$ cat config.mk
export PLATFORM = sky130hd
export DESIGN_NAME = pmc_top
export DESIGN_NICKNAME = d
export VERILOG_FILES = /design/src/logic/pmc_pkg.sv /design/src/logic/pmc_inreg_bank.sv /design/src/logic/pmc_macrocell.sv /design/src/logic/pmc_top.sv
export SDC_FILE = /design/constraint.sdc
export NUM_CORES = 1
export LEC_CHECK = 0
export ABC_AREA = 1
export BUFFER_PORTS_ARGS = -buffer_cell sky130_fd_sc_hd__clkbuf_2
export CAP_MARGIN = 5
export CORE_ASPECT_RATIO = 1.25
export CORE_MARGIN = 1.5
export CORE_UTILIZATION = 45
export CTS_CLUSTER_SIZE = 25
export DETAILED_ROUTE_END_ITERATION = 16
export PLACE_DENSITY = 0.68
export SLEW_MARGIN = 20
export SYNTH_ARGS = -nofsm -noshare
export SYNTH_HDL_FRONTEND = slang
export SYNTH_SLANG_ARGS = --single-unit
$ cat constraint.sdc
create_clock -name i_clk -period 6.5 [get_ports i_clk]
set_clock_uncertainty 0.2 [all_clocks]
set_input_delay 1.3 -clock i_clk [delete_from_list [all_inputs] [get_ports i_clk]]
set_output_delay 1.3 -clock i_clk [all_outputs]
set_load 0.01 [all_outputs]
$ cat src/logic/pmc_pkg.sv
package pmc_pkg;
    // array sizes
    localparam int PMC_N_DED   = 11;
    localparam int PMC_N_DMUX  = 10;
    localparam int PMC_N_MC    = 12;
    localparam int PMC_N_BUR   = 4;
    localparam int PMC_N_PAIR  = 6;
    localparam int PMC_GOE_IDX = 9;
    localparam int PMC_AW      = 4;
    localparam int PMC_DW      = 16;
    // synchroniser vector layout
    localparam int PMC_PIN_CLK1 = 0;
    localparam int PMC_PIN_CLK2 = 1;
    localparam int PMC_PIN_STCK = 2;
    localparam int PMC_PIN_DED  = 3;
    localparam int PMC_PIN_IO   = PMC_PIN_DED + PMC_N_DMUX;
    localparam int PMC_N_SYNC   = PMC_PIN_IO + PMC_N_MC;
    // register offsets
    localparam logic [PMC_AW-1:0] PMC_OFS_CTRL     = 4'h0;
    localparam logic [PMC_AW-1:0] PMC_OFS_DED_CSEL = 4'h1;
    localparam logic [PMC_AW-1:0] PMC_OFS_MC_CSEL  = 4'h2;
    localparam logic [PMC_AW-1:0] PMC_OFS_OE_SEL   = 4'h3;
    localparam logic [PMC_AW-1:0] PMC_OFS_FB_SEL   = 4'h4;
    localparam logic [PMC_AW-1:0] PMC_OFS_SH_SEL   = 4'h5;
    localparam logic [PMC_AW-1:0] PMC_OFS_ST_STAT  = 4'h6;
    localparam logic [PMC_AW-1:0] PMC_OFS_DED_STAT = 4'h7;
    localparam logic [PMC_AW-1:0] PMC_OFS_MCI_STAT = 4'h8;
    localparam logic [PMC_AW-1:0] PMC_OFS_BUR_STAT = 4'h9;
    // control field positions
    localparam int PMC_CTRL_CLK2_EN = 0;
    localparam int PMC_CTRL_GOE_EN  = 1;
    // reset values
    localparam logic [1:0]            PMC_RST_CTRL    = 2'h0;
    localparam logic [PMC_N_DMUX-1:0] PMC_RST_DED_SEL = 10'h000;
    localparam logic [PMC_N_MC-1:0]   PMC_RST_MC_SEL  = 12'h000;
    localparam logic [PMC_N_MC-1:0]   PMC_RST_OE_SEL  = 12'h000;
    localparam logic [PMC_N_MC-1:0]   PMC_RST_FB_SEL  = 12'h000;
    localparam logic [PMC_N_PAIR-1:0] PMC_RST_SH_SEL  = 6'h00;
    localparam logic                  PMC_RST_BIT     = 1'b0;
    localparam logic                  PMC_RST_PIN_OUT = 1'b1;

    function automatic logic pmc_rise(input logic prev, input logic cur);
        return cur & ~prev;
    endfunction

    // global reset wins over global set
    function automatic logic pmc_sr_bit(input logic rst, input logic set, input logic d);
        return rst ? 1'b0 : (set ? 1'b1 : d);
    endfunction

    function automatic logic [PMC_N_PAIR-1:0] pmc_pair_mux(input logic [PMC_N_MC-1:0]   in_q,
                                                          input logic [PMC_N_PAIR-1:0] odd);
        logic [PMC_N_PAIR-1:0] r;
        r = '0;
        for (int p = 0; p < PMC_N_PAIR; p++) begin
            r[p] = odd[p] ? in_q[2*p+1] : in_q[2*p];
        end
        return r;
    endfunction
endpackage

$ cat src/logic/pmc_inreg_bank.sv
module pmc_inreg_bank #(
    parameter int N = pmc_pkg::PMC_N_DED
) (
    // clock and reset
    input  wire logic         i_clk,
    input  wire logic         i_rst_n,
    input  wire logic         i_ce,
    // clock edges and selection
    input  wire logic         i_cap1,
    input  wire logic         i_cap2,
    input  wire logic [N-1:0] i_sel,
    // data
    input  wire logic [N-1:0] i_d,
    output logic      [N-1:0] o_q
);
    import pmc_pkg::*;

    logic [N-1:0] q_r;
    logic [N-1:0] q_nxt;

    genvar g;
    generate
        for (g = 0; g < N; g++) begin : g_bit
            // each register loads only on the edge of its own selected clock
            assign q_nxt[g] = (i_sel[g] ? i_cap2 : i_cap1) ? i_d[g] : q_r[g];
        end
    endgenerate

    always_ff @(posedge i_clk or negedge i_rst_n) begin
        if (!i_rst_n) begin
            q_r <= {N{PMC_RST_BIT}};
        end else if (i_ce) begin
            q_r <= q_nxt;
        end
    end

    assign o_q = q_r;
endmodule

$ cat src/logic/pmc_macrocell.sv
module pmc_macrocell (
    // clock and reset
    input  wire logic i_clk,
    input  wire logic i_rst_n,
    input  wire logic i_ce,
    // clock edges
    input  wire logic i_st_cap,
    input  wire logic i_in_cap,
    // pin and array
    input  wire logic i_pin,
    input  wire logic i_pt_d,
    input  wire logic i_pt_oe,
    input  wire logic i_goe,
    input  wire logic i_gset,
    input  wire logic i_greset,
    // configuration
    input  wire logic i_oe_src,
    input  wire logic i_fb_src,
    // results
    output logic      o_state,
    output logic      o_inreg,
    output logic      o_fb,
    output logic      o_pin_out,
    output logic      o_pin_oe
);
    import pmc_pkg::*;

    logic st_r, st_nxt;
    logic in_r, in_nxt;
    logic fb_r, fb_nxt;
    logic out_r, out_nxt;
    logic oe_r, oe_nxt;

    always_comb begin
        st_nxt  = i_st_cap ? pmc_sr_bit(i_greset, i_gset, i_pt_d) : st_r;
        in_nxt  = i_in_cap ? i_pin : in_r;
        fb_nxt  = i_fb_src ? in_nxt : st_nxt;
        out_nxt = ~st_nxt;
        oe_nxt  = i_oe_src ? i_goe : i_pt_oe;
    end

    always_ff @(posedge i_clk or negedge i_rst_n) begin
        if (!i_rst_n) begin
            st_r  <= PMC_RST_BIT;
            in_r  <= PMC_RST_BIT;
            fb_r  <= PMC_RST_BIT;
            out_r <= PMC_RST_PIN_OUT;
            oe_r  <= PMC_RST_BIT;
        end else if (i_ce) begin
            st_r  <= st_nxt;
            in_r  <= in_nxt;
            fb_r  <= fb_nxt;
            out_r <= out_nxt;
            oe_r  <= oe_nxt;
        end
    end

    assign o_state   = st_r;
    assign o_inreg   = in_r;
    assign o_fb      = fb_r;
    assign o_pin_out = out_r;
    assign o_pin_oe  = oe_r;
endmodule

$ cat src/logic/pmc_top.sv
// The address map and strobed register access were decided locally.
module pmc_top (
    // clock, enable and reset
    input  wire logic                                i_clk,
    input  wire logic                                i_rst_n,
    input  wire logic                                i_ce,
    // register port
    input  wire logic [pmc_pkg::PMC_AW-1:0]          i_addr,
    input  wire logic [pmc_pkg::PMC_DW-1:0]          i_wdata,
    input  wire logic                                i_wr,
    input  wire logic                                i_rd,
    output logic      [pmc_pkg::PMC_DW-1:0]          o_rdata,
    // device pins
    input  wire logic                                i_clk1_pin,
    input  wire logic                                i_clk2_pin,
    input  wire logic                                i_state_clk_pin,
    input  wire logic [pmc_pkg::PMC_N_DMUX-1:0]      i_ded_pin,
    input  wire logic [pmc_pkg::PMC_N_MC-1:0]        i_io_pin,
    output logic      [pmc_pkg::PMC_N_MC-1:0]        o_io_out,
    output logic      [pmc_pkg::PMC_N_MC-1:0]        o_io_oe,
    // product-term array side
    input  wire logic [pmc_pkg::PMC_N_MC-1:0]        i_pt_d,
    input  wire logic [pmc_pkg::PMC_N_MC-1:0]        i_pt_oe,
    input  wire logic [pmc_pkg::PMC_N_BUR-1:0]       i_pt_bur_d,
    input  wire logic                                i_pt_set,
    input  wire logic                                i_pt_reset,
    output logic      [pmc_pkg::PMC_N_DED-1:0]       o_arr_ded,
    output logic      [pmc_pkg::PMC_N_MC-1:0]        o_arr_fb,
    output logic      [pmc_pkg::PMC_N_PAIR-1:0]      o_arr_shared,
    output logic      [pmc_pkg::PMC_N_BUR-1:0]       o_arr_bur
);
    import pmc_pkg::*;

    // reset release
    logic rst_m_r;
    logic rst_n_r;

    always_ff @(posedge i_clk or negedge i_rst_n) begin
        if (!i_rst_n) begin
            rst_m_r <= 1'b0;
            rst_n_r <= 1'b0;
        end else begin
            rst_m_r <= 1'b1;
            rst_n_r <= rst_m_r;
        end
    end

    // pin synchronisers; only the second stage and the edge history are read
    logic [PMC_N_SYNC-1:0] pin_m_r, pin_m_nxt;
    logic [PMC_N_SYNC-1:0] pin_s_r;
    logic [2:0]            clk_d_r;

    always_comb begin
        pin_m_nxt = {i_io_pin, i_ded_pin, i_state_clk_pin, i_clk2_pin, i_clk1_pin};
    end

    always_ff @(posedge i_clk or negedge rst_n_r) begin
        if (!rst_n_r) begin
            pin_m_r <= '0;
            pin_s_r <= '0;
            clk_d_r <= '0;
        end else if (i_ce) begin
            pin_m_r <= pin_m_nxt;
            pin_s_r <= pin_m_r;
            clk_d_r <= pin_s_r[2:0];
        end
    end

    // configuration registers
    logic [1:0]            ctrl_r, ctrl_nxt;
    logic [PMC_N_DMUX-1:0] ded_sel_r, ded_sel_nxt;
    logic [PMC_N_MC-1:0]   mc_sel_r, mc_sel_nxt;
    logic [PMC_N_MC-1:0]   oe_sel_r, oe_sel_nxt;
    logic [PMC_N_MC-1:0]   fb_sel_r, fb_sel_nxt;
    logic [PMC_N_PAIR-1:0] sh_sel_r, sh_sel_nxt;
    logic [PMC_DW-1:0]     rdata_r, rdata_nxt;

    // live state seen by the status reads
    logic [PMC_N_DED-1:0]  ded_q;
    logic [PMC_N_MC-1:0]   st_q;
    logic [PMC_N_MC-1:0]   mc_in_q;
    logic [PMC_N_BUR-1:0]  bur_r, bur_nxt;

    always_comb begin
        ctrl_nxt    = ctrl_r;
        ded_sel_nxt = ded_sel_r;
        mc_sel_nxt  = mc_sel_r;
        oe_sel_nxt  = oe_sel_r;
        fb_sel_nxt  = fb_sel_r;
        sh_sel_nxt  = sh_sel_r;
        rdata_nxt   = '0;
        // selections only move on a software write; nothing else touches them
        if (i_wr) begin
            case (i_addr)
                PMC_OFS_CTRL:     ctrl_nxt    = i_wdata[1:0];
                PMC_OFS_DED_CSEL: ded_sel_nxt = i_wdata[PMC_N_DMUX-1:0];
                PMC_OFS_MC_CSEL:  mc_sel_nxt  = i_wdata[PMC_N_MC-1:0];
                PMC_OFS_OE_SEL:   oe_sel_nxt  = i_wdata[PMC_N_MC-1:0];
                PMC_OFS_FB_SEL:   fb_sel_nxt  = i_wdata[PMC_N_MC-1:0];
                PMC_OFS_SH_SEL:   sh_sel_nxt  = i_wdata[PMC_N_PAIR-1:0];
                default: begin
                end
            endcase
        end
        if (i_rd) begin
            case (i_addr)
                PMC_OFS_CTRL:     rdata_nxt = {14'h0000, ctrl_r};
                PMC_OFS_DED_CSEL: rdata_nxt = {6'h00, ded_sel_r};
                PMC_OFS_MC_CSEL:  rdata_nxt = {4'h0, mc_sel_r};
                PMC_OFS_OE_SEL:   rdata_nxt = {4'h0, oe_sel_r};
                PMC_OFS_FB_SEL:   rdata_nxt = {4'h0, fb_sel_r};
                PMC_OFS_SH_SEL:   rdata_nxt = {10'h000, sh_sel_r};
                PMC_OFS_ST_STAT:  rdata_nxt = {4'h0, st_q};
                PMC_OFS_DED_STAT: rdata_nxt = {5'h00, ded_q};
                PMC_OFS_MCI_STAT: rdata_nxt = {4'h0, mc_in_q};
                PMC_OFS_BUR_STAT: rdata_nxt = {12'h000, bur_r};
                default:          rdata_nxt = '0;
            endcase
        end
    end

    always_ff @(posedge i_clk or negedge rst_n_r) begin
        if (!rst_n_r) begin
            ctrl_r    <= PMC_RST_CTRL;
            ded_sel_r <= PMC_RST_DED_SEL;
            mc_sel_r  <= PMC_RST_MC_SEL;
            oe_sel_r  <= PMC_RST_OE_SEL;
            fb_sel_r  <= PMC_RST_FB_SEL;
            sh_sel_r  <= PMC_RST_SH_SEL;
            rdata_r   <= '0;
        end else if (i_ce) begin
            ctrl_r    <= ctrl_nxt;
            ded_sel_r <= ded_sel_nxt;
            mc_sel_r  <= mc_sel_nxt;
            oe_sel_r  <= oe_sel_nxt;
            fb_sel_r  <= fb_sel_nxt;
            sh_sel_r  <= sh_sel_nxt;
            rdata_r   <= rdata_nxt;
        end
    end

    // clock edges and effective selections
    logic                  clk2_en;
    logic                  goe_en;
    logic                  goe;
    logic                  clk1_rise;
    logic                  clk2_rise;
    logic                  st_rise;
    logic [PMC_N_DED-1:0]  ded_s;
    logic [PMC_N_DED-1:0]  ded_sel_eff;
    logic [PMC_N_MC-1:0]   mc_sel_eff;
    logic [PMC_N_MC-1:0]   mc_cap;
    logic [PMC_N_MC-1:0]   io_s;

    always_comb begin
        clk2_en   = ctrl_r[PMC_CTRL_CLK2_EN];
        goe_en    = ctrl_r[PMC_CTRL_GOE_EN];
        clk1_rise = pmc_rise(clk_d_r[PMC_PIN_CLK1], pin_s_r[PMC_PIN_CLK1]);
        // with the enable clear the second clock pin never clocks anything
        clk2_rise = clk2_en & pmc_rise(clk_d_r[PMC_PIN_CLK2], pin_s_r[PMC_PIN_CLK2]);
        st_rise   = pmc_rise(clk_d_r[PMC_PIN_STCK], pin_s_r[PMC_PIN_STCK]);
        // the second clock pin doubles as the last dedicated data input
        ded_s     = {pin_s_r[PMC_PIN_CLK2], pin_s_r[PMC_PIN_IO-1:PMC_PIN_DED]};
        io_s      = pin_s_r[PMC_N_SYNC-1:PMC_PIN_IO];
        // the register on the second clock pin has no clock mux: it always takes clock one
        ded_sel_eff = {1'b0, ded_sel_r & {PMC_N_DMUX{clk2_en}}};
        mc_sel_eff  = mc_sel_r & {PMC_N_MC{clk2_en}};
        mc_cap      = (mc_sel_eff & {PMC_N_MC{clk2_rise}})
                    | (~mc_sel_eff & {PMC_N_MC{clk1_rise}});
        // sampled, so the enable lags the pin by the synchroniser delay
        goe         = goe_en & ded_s[PMC_GOE_IDX];
    end

    // dedicated input registers
    pmc_inreg_bank #(
        .N (PMC_N_DED)
    ) u_ded (
        .i_clk   (i_clk),
        .i_rst_n (rst_n_r),
        .i_ce    (i_ce),
        .i_cap1  (clk1_rise),
        .i_cap2  (clk2_rise),
        .i_sel   (ded_sel_eff),
        .i_d     (ded_s),
        .o_q     (ded_q)
    );

    // I/O macrocells
    genvar m;
    generate
        for (m = 0; m < PMC_N_MC; m++) begin : g_mc
            pmc_macrocell u_mc (
                .i_clk     (i_clk),
                .i_rst_n   (rst_n_r),
                .i_ce      (i_ce),
                .i_st_cap  (st_rise),
                .i_in_cap  (mc_cap[m]),
                .i_pin     (io_s[m]),
                .i_pt_d    (i_pt_d[m]),
                .i_pt_oe   (i_pt_oe[m]),
                .i_goe     (goe),
                .i_gset    (i_pt_set),
                .i_greset  (i_pt_reset),
                .i_oe_src  (oe_sel_r[m]),
                .i_fb_src  (fb_sel_r[m]),
                .o_state   (st_q[m]),
                .o_inreg   (mc_in_q[m]),
                .o_fb      (o_arr_fb[m]),
                .o_pin_out (o_io_out[m]),
                .o_pin_oe  (o_io_oe[m])
            );
        end
    endgenerate

    // buried registers and the array-facing copies
    logic [PMC_N_DED-1:0]  arr_ded_r, arr_ded_nxt;
    logic [PMC_N_PAIR-1:0] arr_sh_r, arr_sh_nxt;
    logic [PMC_N_DED-1:0]  ded_mask;

    always_comb begin
        // a reset term from a registered input comes an input edge late, then acts here
        for (int b = 0; b < PMC_N_BUR; b++) begin
            bur_nxt[b] = st_rise ? pmc_sr_bit(i_pt_reset, i_pt_set, i_pt_bur_d[b])
                                 : bur_r[b];
        end
        ded_mask              = '1;
        // a pin serving as global enable offers no data to the array
        ded_mask[PMC_GOE_IDX] = ~goe_en;
        arr_ded_nxt           = ded_q & ded_mask;
        arr_sh_nxt            = pmc_pair_mux(mc_in_q, sh_sel_r);
    end

    always_ff @(posedge i_clk or negedge rst_n_r) begin
        if (!rst_n_r) begin
            bur_r     <= {PMC_N_BUR{PMC_RST_BIT}};
            arr_ded_r <= {PMC_N_DED{PMC_RST_BIT}};
            arr_sh_r  <= {PMC_N_PAIR{PMC_RST_BIT}};
        end else if (i_ce) begin
            bur_r     <= bur_nxt;
            arr_ded_r <= arr_ded_nxt;
            arr_sh_r  <= arr_sh_nxt;
        end
    end

    assign o_rdata      = rdata_r;
    assign o_arr_ded    = arr_ded_r;
    assign o_arr_shared = arr_sh_r;
    assign o_arr_bur    = bur_r;
endmodule

Word level (Yosys, flattened, before mapping) --
Index checks and enable logic that the tools add are counted.
Cells by class: eq/ne operators 9, multiplexer cells 98, bitwise operators 28, reduce and logical (&&, ||, !) cells 19
Operators with widths (count):
- 12-bit case mux with 10 select lines | 1
- 1-bit two-way mux | 96
- 12-bit bitwise AND | 3
- 2-bit AND reduction | 12
- 3-bit AND reduction | 6
- 4-bit by 3-bit equality test with 1-bit output (second input constant) | 4
- 1-bit inverter | 16
- 12-bit two-way mux | 1
- 12-bit inverter | 1
- 12-bit OR | 1
- 11-bit bitwise AND | 1
- 10-bit bitwise AND | 1
- 4-bit by 2-bit equality test with 1-bit output (second input constant) | 2
- 4-bit equality test (second input constant) | 2
- 1-bit bitwise AND | 5
- 4-bit by 1-bit equality test with 1-bit output (second input constant) | 1
- 4-bit logical NOT | 1
Word-level totals: register bits after elaboration 217, input bits 80

Logic depth before layout (Yosys ltp) --
depth after elaboration 7, gate-level depth with buffers 10

Cells and area by module --
Synthesis repeated with hierarchy kept, for this count alone.
Unflattened totals: cells, all modules 1389, area, all modules 10331.2 um^2
Modules (own cells, without submodules):
- pmc_top | times used 1, cells each 840, area each 6482.5 um^2
- pmc_macrocell | times used 12, cells each 35, area each 256.5 um^2
- pmc_inreg_bank | times used 1, cells each 129, area each 770.7 um^2

Worst setup path before layout --
OpenSTA, ideal clock, no wires.
kind input to register, start point input port i_ce, end point register g_mc[0].u_mc.in_r, library setup time 135 ps, arrival time 2114 ps, path slack 4052 ps, cell stages on the path 4, cell sequence buf_2 > clkbuf_1 > clkbuf_1 > a31oi_1
RTL lines:
- start: declaration | RTL line pmc_top.sv:6 | input wire logic i_ce,
- end signal: assignment | RTL line pmc_macrocell.sv:51 | in_r <= in_nxt;
- end: declaration | RTL line pmc_macrocell.sv:29 | logic in_r, in_nxt;
No word-level cell between the ends.

==> results_dict.tcl <==
set metrics [dict create \
    status "finished clean" \
    synth_edf_count 0 \
    synth_fa_ha_area_share_pct 0 \
    detail-route-antenna-nets 0 \
    endpoint_kind "flip-flop" \
    drt-vias-per-instance 5.107 \
    synth_compound_area_share_pct 10.54 \
    nets 1453 \
    min_period_ns 2.944 \
    die-area_sq_mm 0.02347 \
    grt_pass1_vias 8075 \
    grt_usage_pct 23.89 \
    synth_largest_type_area_fraction_pct 49.55 \
    r2r_start "rst_n_r" \
    drv_slew 0 \
    antenna_found_initial 0 \
    criticalPathCategory "primary input to flip-flop" \
    synth_xor_area_share_pct 0 \
    power_density_mw_per_mm2 326.8 \
    yosys_warnings 0 \
    fin_setup_tns_ns 0 \
    power.total_mw 3.765 \
    drc 0 \
    cts_setup_buffers 0 \
    synth_seq_cells 213 \
    period_share_pct 45.28 \
    syn_area_per_cell_sq_um 7.857 \
    ys.flop_type "dfrtp_1" \
    ys_top_cells_by_area "dfrtp_1, nand2_1, o21ai_0" \
    globalRouteOverflowTotal 0 \
    worst-path-max-fanout 88 \
    clockBufferDepth 3 \
    first_pass_iters 5 \
    syn-cell-area_sq_mm 0.01015 \
    h-tree-depth 1 \
    place.gp.congestion 0.8852 \
    whs_path_depth 0 \
    wirelength_um 27020 \
    cts_made_buffers 23 \
    synthToLayoutAreaGrowth_pct 13.50 \
    drv_cap 0 \
    num_rows 61 \
    rsz0062_at_grt "no" \
    fp.dieH_um 170.9 \
    required_ns 6.69 \
    grt_max_degree 110 \
    yosysMostFrequentCell "nand2_1" \
    tightestPinTransition_ns 1.017 \
    async_flop_share_pct 100.0 \
    yosys.area.top_type "dfrtp_1" \
    peakVddDrop_v 0.0001972 \
    cts_tree "done" \
    synth_seq_area_share_pct 52.66 \
    ioPinCount 153 \
    clock.fmax_mhz 339.7 \
    start_util_pct 45.70 \
    leakagePower_nw 6.030 \
    drive_above_1_share_pct 16.71 \
    fill_cells 2189 \
    final-setup-viol-count 0 \
    clk_latency_ns 0.51 \
    die_x_um 137.3 \
    synth_top_family_by_area "simple AND/OR/NAND/NOR gates" \
    rr_worst_depth 1 \
    startpoint_type "primary input" \
    hpwl_um 18730 \
    num_vias 8534 \
    drtIter0Drc 575 \
    relSlewSlack_pct 32.21 \
    synth_cell_types 26 \
    worst_ep_arrival_time_ns 3.13 \
    hold_buffers 0 \
    num_antenna_cells 0 \
    grt_first_pass_wirelength_um 43590 \
    rrSetupSlack_ns 4.31 \
    r2r_end "o_arr_shared[5]" \
    path_clk_slew_ns 0.06 \
    min_from "rst_m_r" \
    wl_per_cell_um 16.17 \
    final_util_pct 51.87 \
    final_cell_count_no_fill 1671 \
    synth_commonest_cells "nand2_1, dfrtp_1, o21ai_0" \
    synth-simple-area-share_pct 28.08 \
    io_buffers 144 \
    cts.sinks 213 \
    cts_root_buffer "clkbuf_16" \
    hold_path_end "rst_n_r" \
    core_sq_mm 0.02221 \
    worst_hold_path_type "flip-flop to flip-flop" \
    dp.cells 1631 \
    synth.mux.area_fraction_pct 0.1972 \
    cts_resized 0 \
    hold_violations 0 \
    synthCells 1292 \
]
-- sequential cells by signal, indices dropped and copies added, names as in the netlist, 4 cells and up --
signal               count
ded_sel_r               10
oe_sel_r                12
o_arr_bur                4
pin_m_r                 25
pin_s_r                 25
mc_sel_r                12
o_rdata                 12
u_ded.o_q               11
g_mc.u_mc.o_state       12
g_mc.u_mc.o_pin_oe      12
o_arr_shared             6
g_mc.u_mc.o_fb          12
o_arr_ded               11
g_mc.u_mc.o_pin_out     12
sh_sel_r                 6
fb_sel_r                12
g_mc.u_mc.o_inreg       12
-- final cells by class --
class                   instances  area, sq um  share of cell area, %
clock inverters                 8        122.6                  1.064
clock buffers                  32        669.4                  5.810
inverters                      71        269.0                  2.335
repair buffers                154        798.3                  6.929
well taps                     283        354.1                  3.073
flip-flops and latches        213         5349                  46.43
multi-input cells             910         3959                  34.36
-- logic make-up (layout without fill, tap and decap cells) --
family / Yosys count / after routing
other: 2 / 5
and+or+nand+nor: 703 / 703
AOI/OAI and AO/OA: 200 / 200
DFF: 213 / 213
muxes: 2 / 2
buffers and inverters: 172 / 265
-- worst max path at each step --
stage                       start                    end  slack, ns  depth (start not counted)
after floorplan           rst_n_r             clk_d_r[0]       2.81                          0
after global placement       i_ce  g_mc[1].u_mc.o_pin_oe       3.08                          6
after detailed placement     i_ce  g_mc[0].u_mc.o_pin_oe       3.04                          6
after CTS                    i_ce  g_mc[0].u_mc.o_pin_oe       3.56                          6
after global routing         i_ce  g_mc[0].u_mc.o_pin_oe       3.32                          6
final                        i_ce  g_mc[0].u_mc.o_pin_oe       3.56                          6
-- power breakdown --
group	switching [mW]	internal, mW
clock	0.533	0.835
sequential	0.209	1.56
combinational	0.389	0.235
-- per-stage QoR --
step | hold slack, ns | instance area (sq um) | setup WS (ns)
6_report | 0.1512 | 11520 | 3.557
5_1_grt | 0.1770 | 11520 | 3.323
4_1_cts | 0.1558 | 11520 | 3.560
3_5_place_dp | 0.1412 | 10730 | 3.039
3_3_place_gp | 0.1388 | 10730 | 3.082
2_1_floorplan | 0.1311 | 10160 | 2.806
-- layout by cell type, fill, tap and decap left out, drive strengths merged --
cell	netlist	routed
nand2	538	538
dfrtp	201	201
clkbuf	32	175
o21ai	151	151
nand3	95	95
inv	71	71
nor2	58	58
a21oi	16	16
o211ai	14	14
or2	12	12
a31oi	12	12
dfstp	12	12
buf	69	11
a21boi	6	6
conb	2	5
bufinv	0	3
clkinvlp	0	3
mux2i	2	2
clkinv	0	2
a22o	1	1
-- worst max-delay path: stages --
cell and delay (ns):
buf_4 0.24, inv_4 0.66, buf_4 0.59, a21oi_1 0.09
o21ai_0 0.12, nand2_1 0.07
-- routing by layer --
metal | GRT usage [%] | routed length, um | vias to the layer above
met1 | 35.20 | 12660 | 3990
li1 | - | - | 4248
met5 | 0 | 0 | -
met2 | 37.38 | 12320 | 264
met3 | 2.844 | 1562 | 32
met4 | 6.224 | 476 | 0
(Power assumes the default switching activity.)
